==> config.mk <==
export PLATFORM = sky130hd
export DESIGN_NAME = pcsm_clutch
export DESIGN_NICKNAME = d
export VERILOG_FILES = /design/src/verilog/pcsm_pkg.sv /design/src/verilog/pcsm_sync_if.sv /design/src/verilog/pcsm_pin_sync.sv /design/src/verilog/pcsm_clutch.sv
export VERILOG_INCLUDE_DIRS = /design/src /design/src/verilog
export SDC_FILE = /design/constraint.sdc
export NUM_CORES = 1
export LEC_CHECK = 0
export ABC_CLOCK_PERIOD_IN_PS = 7820
export BUFFER_PORTS_ARGS = -buffer_cell sky130_fd_sc_hd__buf_2
export CAP_MARGIN = 20
export CORE_MARGIN = 1.5
export CORE_UTILIZATION = 26
export DETAILED_ROUTE_END_ITERATION = 16
export HOLD_SLACK_MARGIN = 0.03
export PLACE_DENSITY = 0.44
export SETUP_SLACK_MARGIN = 0.1
export SLEW_MARGIN = 20
export SYNTH_ARGS = -nofsm -noshare
export SYNTH_HDL_FRONTEND = slang
export SYNTH_SLANG_ARGS = --single-unit
==> constraint.sdc <==
create_clock -name clock -period 7.82 [get_ports clock]
set_input_delay 0 -clock clock [delete_from_list [all_inputs] [get_ports clock]]
set_output_delay 0 -clock clock [all_outputs]
set_load 0.03 [all_outputs]
==> src/verilog/pcsm_defs.svh <==
// Function
// Enable cleared returns machine to idle.
// Lead count consumed moves lead-in to engaged.
// Disengage select 4 returns to lead-in, reloads re-engage count.
// Disengage select 1, 2, 6 or disable: engaged to idle.
// Engage select evaluated only while idle.
// Engage select 0 leaves idle once enabled.
// Engage select 1 leaves idle on clutch input.
// Engage select 2 leaves idle at capture event.
// Master pulses count lead-in down; zero engages.
// Entry from idle loads initial lead count.
// Zero lead count engages without master pulse.
// Count sign sets expected pulse direction.
// Remaining lead count always readable.
// Enable defaults to cleared after reset.
// Disengage select 1: clutch input deasserted.
// Disengage select 2: fixed signed pulse count elapsed.
// Counter overflow clears enable, forces idle; code does so for lead count only, disengage count holds.
// Two-bit state, unused code recovers idle.
// Clocked updates; reset gives idle, cleared counter.
`ifndef PCSM_DEFS_SVH
`define PCSM_DEFS_SVH

// ====================================================================
// Register offsets
`define PCSM_ADDR_WIDTH 8
`define PCSM_CTRL_OFFSET 8'h00
`define PCSM_STATUS_OFFSET 8'h04
`define PCSM_INIT_LEAD_OFFSET 8'h08
`define PCSM_REENGAGE_LEAD_OFFSET 8'h0C
`define PCSM_DISENGAGE_COUNT_OFFSET 8'h10
`define PCSM_LEAD_REMAIN_OFFSET 8'h14
`define PCSM_DISENGAGE_REMAIN_OFFSET 8'h18

// ====================================================================
// Field positions
`define PCSM_CTRL_ENABLE_BIT 0
`define PCSM_CTRL_ENGAGE_LSB 4
`define PCSM_CTRL_DISENGAGE_LSB 8
`define PCSM_STATUS_OVERFLOW_BIT 4
`define PCSM_STATUS_CLUTCH_BIT 8
`define PCSM_PIN_STEP 0
`define PCSM_PIN_DIR 1
`define PCSM_PIN_CLUTCH 2
`define PCSM_PIN_COUNT 3

// ====================================================================
// Reset values
`define PCSM_ENABLE_RESET 1'b0
`define PCSM_ENGAGE_RESET 2'h0
`define PCSM_DISENGAGE_RESET 3'h0
`define PCSM_COUNT_RESET 32'h00000000

`endif

==> src/verilog/pcsm_pkg.sv <==
package pcsm_pkg;

  typedef enum logic [1:0]
  {
    PCSM_IDLE = 2'b00,
    PCSM_LEAD_IN = 2'b01,
    PCSM_ENGAGED = 2'b10
  } pcsm_clutch_type;

  typedef enum logic [1:0]
  {
    PCSM_ENGAGE_AT_ENABLE = 2'b00,
    PCSM_ENGAGE_AT_CLUTCH = 2'b01,
    PCSM_ENGAGE_AT_CAPTURE = 2'b10
  } pcsm_engage_type;

  typedef enum logic [2:0]
  {
    PCSM_DIS_NEVER = 3'b000,
    PCSM_DIS_CLUTCH_OFF = 3'b001,
    PCSM_DIS_PULSES = 3'b010,
    PCSM_DIS_REENGAGE = 3'b100,
    PCSM_DIS_PULSES_SMOOTH = 3'b110
  } pcsm_disengage_type;

  typedef struct packed
  {
    logic [2:0] stage1;
    logic [2:0] stage2;
    logic [2:0] stage3;
    logic [2:0] level;
    logic [2:0] rise;
  } pcsm_sync_type;

  typedef struct packed
  {
    pcsm_clutch_type state;
    logic enable;
    logic [1:0] engage_sel;
    logic [2:0] disengage_sel;
    logic [31:0] init_lead;
    logic [31:0] reengage_lead;
    logic [31:0] disengage_count;
    logic [31:0] lead_remain;
    logic [31:0] disengage_remain;
    logic overflow_flag;
    logic pready;
    logic pslverr;
    logic [31:0] prdata;
  } pcsm_main_type;

endpackage : pcsm_pkg

==> src/verilog/pcsm_sync_if.sv <==
`timescale 1ns/100ps
interface pcsm_sync_if;
  logic [2:0] level;
  logic [2:0] rise;

  modport source
  (
    output level,
    output rise
  );

  modport sink
  (
    input level,
    input rise
  );
endinterface : pcsm_sync_if

==> src/verilog/pcsm_pin_sync.sv <==
`timescale 1ns/100ps
`include "pcsm_defs.svh"
module pcsm_pin_sync
  import pcsm_pkg::*;
(
  input wire logic clock,
  input wire logic reset,
  input wire logic [2:0] pins,
  pcsm_sync_if.source sync
);

  pcsm_sync_type state_reg;
  pcsm_sync_type state_next;

  // ====================================================================
  // Three stages; a pin change counts once stages two and three agree.
  always_comb
  begin
    state_next = state_reg;
    state_next.stage1 = pins;
    state_next.stage2 = state_reg.stage1;
    state_next.stage3 = state_reg.stage2;
    for (int i = 0; i < `PCSM_PIN_COUNT; i++)
    begin
      if (state_reg.stage2[i] == state_reg.stage3[i])
      begin
        state_next.level[i] = state_reg.stage3[i];
      end
    end
    state_next.rise = state_next.level & ~state_reg.level;
  end

  always_ff @(posedge clock or posedge reset)
  begin
    if (reset)
    begin
      state_reg <= '0;
    end
    else
    begin
      state_reg <= state_next;
    end
  end

  assign sync.level = state_reg.level;
  assign sync.rise = state_reg.rise;

endmodule : pcsm_pin_sync

==> src/verilog/pcsm_clutch.sv <==
// The implementer's own choices: the address map and the APB slave port.
`timescale 1ns/100ps
`include "pcsm_defs.svh"
module pcsm_clutch
  import pcsm_pkg::*;
(
  input wire logic clock,
  input wire logic reset,
  input wire logic psel,
  input wire logic penable,
  input wire logic pwrite,
  input wire logic [7:0] paddr,
  input wire logic [31:0] pwdata,
  input wire logic [3:0] pstrb,
  output logic [31:0] prdata,
  output logic pready,
  output logic pslverr,
  input wire logic master_step_pin,
  input wire logic master_dir_pin,
  input wire logic clutch_input_pin,
  input wire logic capture_event,
  output logic [1:0] clutch_state,
  output logic cam_engaged,
  output logic profile_enable_setting
);

  pcsm_main_type state_reg;
  pcsm_main_type state_next;

  // ====================================================================
  // Pin synchroniser
  pcsm_sync_if sync ();

  pcsm_pin_sync pin_sync
  (
    .clock(clock),
    .reset(reset),
    .pins({clutch_input_pin, master_dir_pin, master_step_pin}),
    .sync(sync)
  );

  // ====================================================================
  // Helpers

  function automatic logic addr_valid(input logic [7:0] addr);
    logic ok;
    ok = 1'b0;
    case (addr)
      `PCSM_CTRL_OFFSET,
      `PCSM_STATUS_OFFSET,
      `PCSM_INIT_LEAD_OFFSET,
      `PCSM_REENGAGE_LEAD_OFFSET,
      `PCSM_DISENGAGE_COUNT_OFFSET,
      `PCSM_LEAD_REMAIN_OFFSET,
      `PCSM_DISENGAGE_REMAIN_OFFSET:
        ok = 1'b1;
      default:
        ok = 1'b0;
    endcase
    return ok;
  endfunction : addr_valid

  function automatic logic [31:0] merge_lanes(
    input logic [31:0] old_value,
    input logic [31:0] new_value,
    input logic [3:0] strobe
  );
    logic [31:0] result;
    result = old_value;
    for (int i = 0; i < 4; i++)
    begin
      if (strobe[i])
      begin
        result[i*8 +: 8] = new_value[i*8 +: 8];
      end
    end
    return result;
  endfunction : merge_lanes

  // A forward pulse steps the count down, a reverse pulse steps it up.
  // A count of the wrong sign therefore moves away from zero until it overflows.
  function automatic logic [32:0] step_count(
    input logic [31:0] value,
    input logic reverse
  );
    logic overflow;
    logic [31:0] result;
    overflow = 1'b0;
    if (reverse)
    begin
      overflow = (value == 32'h7FFFFFFF);
      result = value + 32'h00000001;
    end
    else
    begin
      overflow = (value == 32'h80000000);
      result = value - 32'h00000001;
    end
    return {overflow, result};
  endfunction : step_count

  function automatic logic [31:0] ctrl_word(input pcsm_main_type s);
    logic [31:0] word;
    word = 32'h00000000;
    word[`PCSM_CTRL_ENABLE_BIT] = s.enable;
    word[`PCSM_CTRL_ENGAGE_LSB +: 2] = s.engage_sel;
    word[`PCSM_CTRL_DISENGAGE_LSB +: 3] = s.disengage_sel;
    return word;
  endfunction : ctrl_word

  function automatic logic [31:0] read_word(
    input pcsm_main_type s,
    input logic [7:0] addr,
    input logic clutch_level
  );
    logic [31:0] word;
    word = 32'h00000000;
    case (addr)
      `PCSM_CTRL_OFFSET:
        word = ctrl_word(s);
      `PCSM_STATUS_OFFSET:
      begin
        word[1:0] = s.state;
        word[`PCSM_STATUS_OVERFLOW_BIT] = s.overflow_flag;
        word[`PCSM_STATUS_CLUTCH_BIT] = clutch_level;
      end
      `PCSM_INIT_LEAD_OFFSET:
        word = s.init_lead;
      `PCSM_REENGAGE_LEAD_OFFSET:
        word = s.reengage_lead;
      `PCSM_DISENGAGE_COUNT_OFFSET:
        word = s.disengage_count;
      `PCSM_LEAD_REMAIN_OFFSET:
        word = s.lead_remain;
      `PCSM_DISENGAGE_REMAIN_OFFSET:
        word = s.disengage_remain;
      default:
        word = 32'h00000000;
    endcase
    return word;
  endfunction : read_word

  // ====================================================================
  // Next state
  always_comb
  begin
    logic pulse;
    logic reverse;
    logic clutch;
    logic write_fire;
    logic engage_ok;
    logic disengage_hit;
    logic [32:0] lead_step;
    logic [32:0] dis_step;
    logic [31:0] ctrl_new;

    pulse = sync.rise[`PCSM_PIN_STEP];
    reverse = sync.level[`PCSM_PIN_DIR];
    clutch = sync.level[`PCSM_PIN_CLUTCH];
    write_fire = 1'b0;
    engage_ok = 1'b0;
    disengage_hit = 1'b0;
    lead_step = step_count(state_reg.lead_remain, reverse);
    dis_step = step_count(state_reg.disengage_remain, reverse);
    ctrl_new = 32'h00000000;
    state_next = state_reg;

    // ==================================================================
    // APB slave: answer in the first access cycle, one wait-free transfer.
    state_next.pready = 1'b0;
    state_next.pslverr = 1'b0;
    if (psel && !penable)
    begin
      state_next.pready = 1'b1;
      state_next.pslverr = !addr_valid(paddr);
      state_next.prdata = pwrite ? 32'h00000000 : read_word(state_reg, paddr, clutch);
    end
    write_fire = psel && penable && state_reg.pready && pwrite && addr_valid(paddr);

    if (write_fire)
    begin
      case (paddr)
        `PCSM_CTRL_OFFSET:
        begin
          ctrl_new = merge_lanes(ctrl_word(state_reg), pwdata, pstrb);
          state_next.enable = ctrl_new[`PCSM_CTRL_ENABLE_BIT];
          state_next.engage_sel = ctrl_new[`PCSM_CTRL_ENGAGE_LSB +: 2];
          state_next.disengage_sel = ctrl_new[`PCSM_CTRL_DISENGAGE_LSB +: 3];
        end
        `PCSM_STATUS_OFFSET:
        begin
          if (pstrb[0] && pwdata[`PCSM_STATUS_OVERFLOW_BIT])
          begin
            state_next.overflow_flag = 1'b0;
          end
        end
        `PCSM_INIT_LEAD_OFFSET:
          state_next.init_lead = merge_lanes(state_reg.init_lead, pwdata, pstrb);
        `PCSM_REENGAGE_LEAD_OFFSET:
          state_next.reengage_lead = merge_lanes(state_reg.reengage_lead, pwdata, pstrb);
        `PCSM_DISENGAGE_COUNT_OFFSET:
          state_next.disengage_count = merge_lanes(state_reg.disengage_count, pwdata, pstrb);
        default:
        begin
          state_next.prdata = state_reg.prdata;
        end
      endcase
    end

    // ==================================================================
    // Engage condition, looked at only from idle.
    case (state_reg.engage_sel)
      PCSM_ENGAGE_AT_ENABLE:
        engage_ok = 1'b1;
      PCSM_ENGAGE_AT_CLUTCH:
        engage_ok = clutch;
      PCSM_ENGAGE_AT_CAPTURE:
        engage_ok = capture_event;
      default:
        engage_ok = 1'b0;
    endcase

    // ==================================================================
    // Clutch state machine
    case (state_reg.state)
      PCSM_IDLE:
      begin
        if (state_reg.enable && engage_ok)
        begin
          state_next.state = PCSM_LEAD_IN;
          state_next.lead_remain = state_reg.init_lead;
        end
      end
      PCSM_LEAD_IN:
      begin
        if (!state_reg.enable)
        begin
          state_next.state = PCSM_IDLE;
        end
        else if (state_reg.lead_remain == 32'h00000000)
        begin
          state_next.state = PCSM_ENGAGED;
          state_next.disengage_remain = state_reg.disengage_count;
        end
        else if (pulse)
        begin
          // A wrong-signed count only grows, so it can never engage.
          if (lead_step[32])
          begin
            state_next.enable = 1'b0;
            state_next.overflow_flag = 1'b1;
            state_next.state = PCSM_IDLE;
          end
          else
          begin
            state_next.lead_remain = lead_step[31:0];
          end
        end
      end
      PCSM_ENGAGED:
      begin
        case (state_reg.disengage_sel)
          PCSM_DIS_CLUTCH_OFF:
            disengage_hit = !clutch;
          PCSM_DIS_PULSES,
          PCSM_DIS_PULSES_SMOOTH,
          PCSM_DIS_REENGAGE:
          begin
            disengage_hit = (state_reg.disengage_remain == 32'h00000000);
            if (!disengage_hit && pulse && !dis_step[32])
            begin
              state_next.disengage_remain = dis_step[31:0];
            end
          end
          default:
            disengage_hit = 1'b0;
        endcase
        if (!state_reg.enable)
        begin
          state_next.state = PCSM_IDLE;
        end
        else if (disengage_hit && state_reg.disengage_sel == PCSM_DIS_REENGAGE)
        begin
          state_next.state = PCSM_LEAD_IN;
          state_next.lead_remain = state_reg.reengage_lead;
        end
        else if (disengage_hit)
        begin
          state_next.state = PCSM_IDLE;
        end
      end
      default:
      begin
        state_next.state = PCSM_IDLE;
        state_next.lead_remain = 32'h00000000;
      end
    endcase

    // The overflow flag is set by hardware; a set in the clearing cycle wins.
    if (state_reg.state == PCSM_LEAD_IN && state_reg.enable && pulse
        && state_reg.lead_remain != 32'h00000000 && lead_step[32])
    begin
      state_next.overflow_flag = 1'b1;
      state_next.enable = 1'b0;
    end
  end

  // ====================================================================
  // State register
  always_ff @(posedge clock or posedge reset)
  begin
    if (reset)
    begin
      state_reg <= '0;
      state_reg.state <= PCSM_IDLE;
      state_reg.enable <= `PCSM_ENABLE_RESET;
      state_reg.engage_sel <= `PCSM_ENGAGE_RESET;
      state_reg.disengage_sel <= `PCSM_DISENGAGE_RESET;
      state_reg.lead_remain <= `PCSM_COUNT_RESET;
    end
    else
    begin
      state_reg <= state_next;
    end
  end

  // ====================================================================
  // Outputs
  assign prdata = state_reg.prdata;
  assign pready = state_reg.pready;
  assign pslverr = state_reg.pslverr;
  assign clutch_state = state_reg.state;
  assign cam_engaged = (state_reg.state == PCSM_ENGAGED);
  assign profile_enable_setting = state_reg.enable;

endmodule : pcsm_clutch

==> results by group <==
Floorplan
  – I/O pins: 91
  – Die area: 54420 um2
  – Cell row count: 84
  – Die X: 233.3 um
  – Die Ht: 233.3 um
  – CORE AREA: 52450 um2
  – Initial Util: 26.29%

Drt
  – DR pass1 iterations: 7
  – Initial drt markers: 1014
  – Routed vias: 11810
  – DRC viols: 0
  – Final WL: 50720 um
  – DR vias/cell: 5.408
  – Final antenna-violating net count: 0
  – DR WL/cell: 23.22 um

Synth
  – EDFF count, synth: 0
  – Top_reg_cell synth: dfrtp_1
  – Mapped Area: 13790 um2
  – Synth async-reset ratio: 100.0%
  – Post-Synth XOR/XNOR Area: 3.113%
  – Post-synthesis simple-gate area fraction: 12.11%
  – Multiplexer share of the synthesized area: 11.84%
  – Synth Area per Inst: 9.751 um2
  – Sequential fraction of the synthesis area: 39.20%
  – Largest family of logic cells by synthesized area: compound AO/OA/AOI/OAI gates
  – Mapped Cells: 1414
  – Yosys reg bits: 216
  – Complex-gate fraction of the synthesized area: 22.56%
  – Yosys warnings: 0
  – Syn Nets: 1529
  – Yosys cell types: 81
  – Area share of fa/ha/maj cells after synthesis: 5.953%

Placement
  – Port Buffers: 90
  – Cells after DPL: 2093
  – Post-DP HPWL: 35770 um
  – Final Wtd Congestion: 0.8551

Worst setup path
  – Bufs and invs on worst path: 3
  – Worst Setup Start Kind: register
  – Critical Path RT: 8.27 ns
  – WS Path Type: register to register
  – Critical path, cell by cell: inv_2 -> buf_4 -> ha_1 -> nand4_1 -> nor4_1 -> nand4_1 -> a21o_1 -> o21ai_4 -> buf_4 -> mux2_2
  – Delay of the slowest critical-path stage: 0.55 ns
  – Critical Path Sink Type: register
  – Critical path's slowest cell: inv_2
  – Arrival time of the worst setup path: 4.67 ns
  – Max Fanout on Critical Path: 50
  – Top cell family by delay on the critical path: buffers and inverters

Min path
  – Worst hold path type: primary input to register

Power and ir drop
  – Peak VDD IR: 0.1531 mV
  – PD cells: 174.0 nW/um2
  – Leakage: 6.912 nW

GRT
  – Initial antenna violation count: 0
  – First-pass GRT wire length: 76850 um
  – GRT Total Usage: 18.64%
  – Vias in the first global route: 11850
  – Gr ovfl total: 0
  – Largest net degree at the start of global routing: 117

Clock tree
  – CTS tree: built
  – H-tree depth: 1
  – CTS buffer count: 27
  – Post-CTS Setup Inserts: 0
  – Root Driver: clkbuf_16
  – Clock transition at path regs: 0.06 ns
  – Post-CTS sizing: 0
  – Clock net sink count: 216
  – Clock Tree Buf Depth: 3
  – Clock latency at the later pin of the worst-skew pair: 0.56 ns

STA
  – Final setup fails: 0
  – Hold Vio Cnt, Final: 0
  – Tmin final: 4.221 ns
  – Worst-Margin Slew: 0.9811 ns
  – Worst rel slew slack: 34.59%
  – Hold Slack: 0.08889 ns
  – Sum of negative setup slack: 0 ns
  – Clk_skew: 0.009464 ns
  – RSZ-0062 raised after global routing: false
  – Fmax: 236.9 MHz
  – Final Max Slew Viols: 0
  – Final worst path period share: 53.98%

Finish
  – Nets: 1591
  – Area Overhead vs Synth: 15.99%
  – Layout fillers: 5390
  – Final std cells w/o fill: 2184
  – Layout cell share with drive strength beyond 1: 19.32%
  – Max reg flops: 166
  – ANT cells: 0

Job
  – Number of max-cap violations: 0

Outcome
  – Run status: complete, no violations
## cells in the mapped netlist, types with 4 or more instances
library cell | number | area share (%)
buf_4 | 34 | 1.9
buf_2 | 5 | 0.18
a21o_1 | 26 | 1.4
o21ai_0 | 92 | 3.3
o31ai_1 | 10 | 0.54
and2_1 | 4 | 0.18
a21oi_1 | 81 | 2.9
nand4_1 | 23 | 1.0
nor2_1 | 66 | 1.8
dfrtp_1 | 216 | 39
nor3_1 | 30 | 1.1
and3_2 | 5 | 0.27
nor4_1 | 19 | 0.86
inv_1 | 23 | 0.63
a22oi_1 | 27 | 1.5
a211oi_1 | 9 | 0.49
a2111oi_0 | 5 | 0.32
o211ai_1 | 6 | 0.33
buf_6 | 6 | 0.49
ha_1 | 60 | 5.4
o21bai_1 | 15 | 0.82
nand3_1 | 27 | 0.98
mux2i_1 | 45 | 3.3
o221ai_1 | 19 | 1.2
nor2b_1 | 11 | 0.50
a22o_1 | 8 | 0.51
xor2_1 | 20 | 1.3
mux2_2 | 105 | 8.6
o21ai_1 | 7 | 0.25
xnor2_1 | 29 | 1.8
a222oi_1 | 29 | 2.1
nand2b_1 | 10 | 0.45
nand2_1 | 105 | 2.9
clkbuf_1 | 64 | 1.7
and3_1 | 20 | 0.91
o21a_1 | 49 | 2.7
or3_1 | 6 | 0.27
a31oi_1 | 31 | 1.4
## layer usage
metal | GRT usage, % | vias to the layer above | wire, um
met3 | 2.356 | 59 | 2912
li1 | - | 5472 | -
met4 | 4.516 | 0 | 1029
met2 | 29.86 | 340 | 23470
met5 | 0 | - | 0
met1 | 26.45 | 5940 | 23310
## worst register-to-register path: stages (launching register included)
cell and delay [ns]:
dfrtp_1 0.48, inv_2 0.55, buf_4 0.53, ha_1 0.38
nand4_1 0.19, nor4_1 0.46, nand4_1 0.15, a21o_1 0.26
o21ai_4 0.20, buf_4 0.49, mux2_2 0.43
## metrics by stage
| stage | area (um2) | power, mW | utilization [%] | setup WS, ns |
|---|---|---|---|---|
| after floorplan | 13790 | 1.357 | - | 1.912 |
| after global placement | 14620 | 1.450 | 27.88 | 3.724 |
| after detailed placement | 14620 | 1.451 | 27.88 | 3.635 |
| after CTS | 15980 | 2.819 | 30.46 | 3.648 |
| after global routing | 15990 | 2.897 | 30.49 | 3.313 |
| final | 15990 | 2.783 | 30.49 | 3.599 |
## final timing paths
kind | cells after the start | to | startpoint | slack [ns]
max | 10 | state_reg[46] | pin_sync.sync.level[1] | 3.60
min | 2 | pin_sync.state_next[11] | clutch_input_pin | 0.09
max reg2reg | 10 | state_reg[46] | pin_sync.sync.level[1] | 3.60
min reg2reg | 0 | pin_sync.state_next[8] | pin_sync.state_next[11] | 0.35
max in group asynchronous | 4 | state_reg[189] | reset | 6.25
min in group asynchronous | 3 | pin_sync.state_next[10] | reset | 0.12
## power breakdown
| part | total (mW) | internal, mW | switching [mW] | leakage [nW] |
|---|---|---|---|---|
| registers | 1.13 | 1.12 | 0.00547 | 2.88 |
| logic | 0.319 | 0.114 | 0.204 | 3.57 |
| clock network | 1.34 | 0.814 | 0.522 | 0.464 |
| total | 2.78 | 2.05 | 0.732 | 6.91 |
## final cells by class
| type | count | area, um2 | area share (%) |
|---|---|---|---|
| inverters | 24 | 97.59 | 0.6102 |
| repair buffers | 148 | 991.0 | 6.196 |
| well taps | 688 | 860.8 | 5.383 |
| clock inverters | 12 | 171.4 | 1.072 |
| clock buffers | 37 | 763.2 | 4.772 |
| multi-input cells | 1059 | 7702 | 48.16 |
| flip-flops and latches | 216 | 5406 | 33.81 |
## logic make-up (layout without fill, tap and decap cells)
family                     Yosys count  count (layout)
AOI/OAI and AO/OA                  453             453
and+or+nand+nor                    342             342
DFF                                216             216
muxes                              150             150
buffers and inverters              139             221
adders and majority gates           65              65
xor gates and xnor gates            49              49
## cells in the final DEF (no fill, tap or decap), types with 29 or more instances in the layout
cell type | synthesis | layout
nor2_1 | 66 | 64
o21ai_0 | 92 | 92
ha_1 | 60 | 60
mux2_2 | 105 | 105
a222oi_1 | 29 | 29
a21oi_1 | 81 | 81
mux2i_1 | 45 | 45
buf_2 | 5 | 90
xnor2_1 | 29 | 29
dfrtp_1 | 216 | 215
a31oi_1 | 31 | 31
nand2_1 | 105 | 104
nor3_1 | 30 | 29
dlygate4sd3_1 | 0 | 42
o21a_1 | 49 | 49
## what timing repair did
item,4_1_cts,5_1_grt
hold endpoints to repair,229,0
endpoints found under the setup margin,0,0
hold buffers,42,0
No activity file was read; power rests on OpenSTA's default activity.
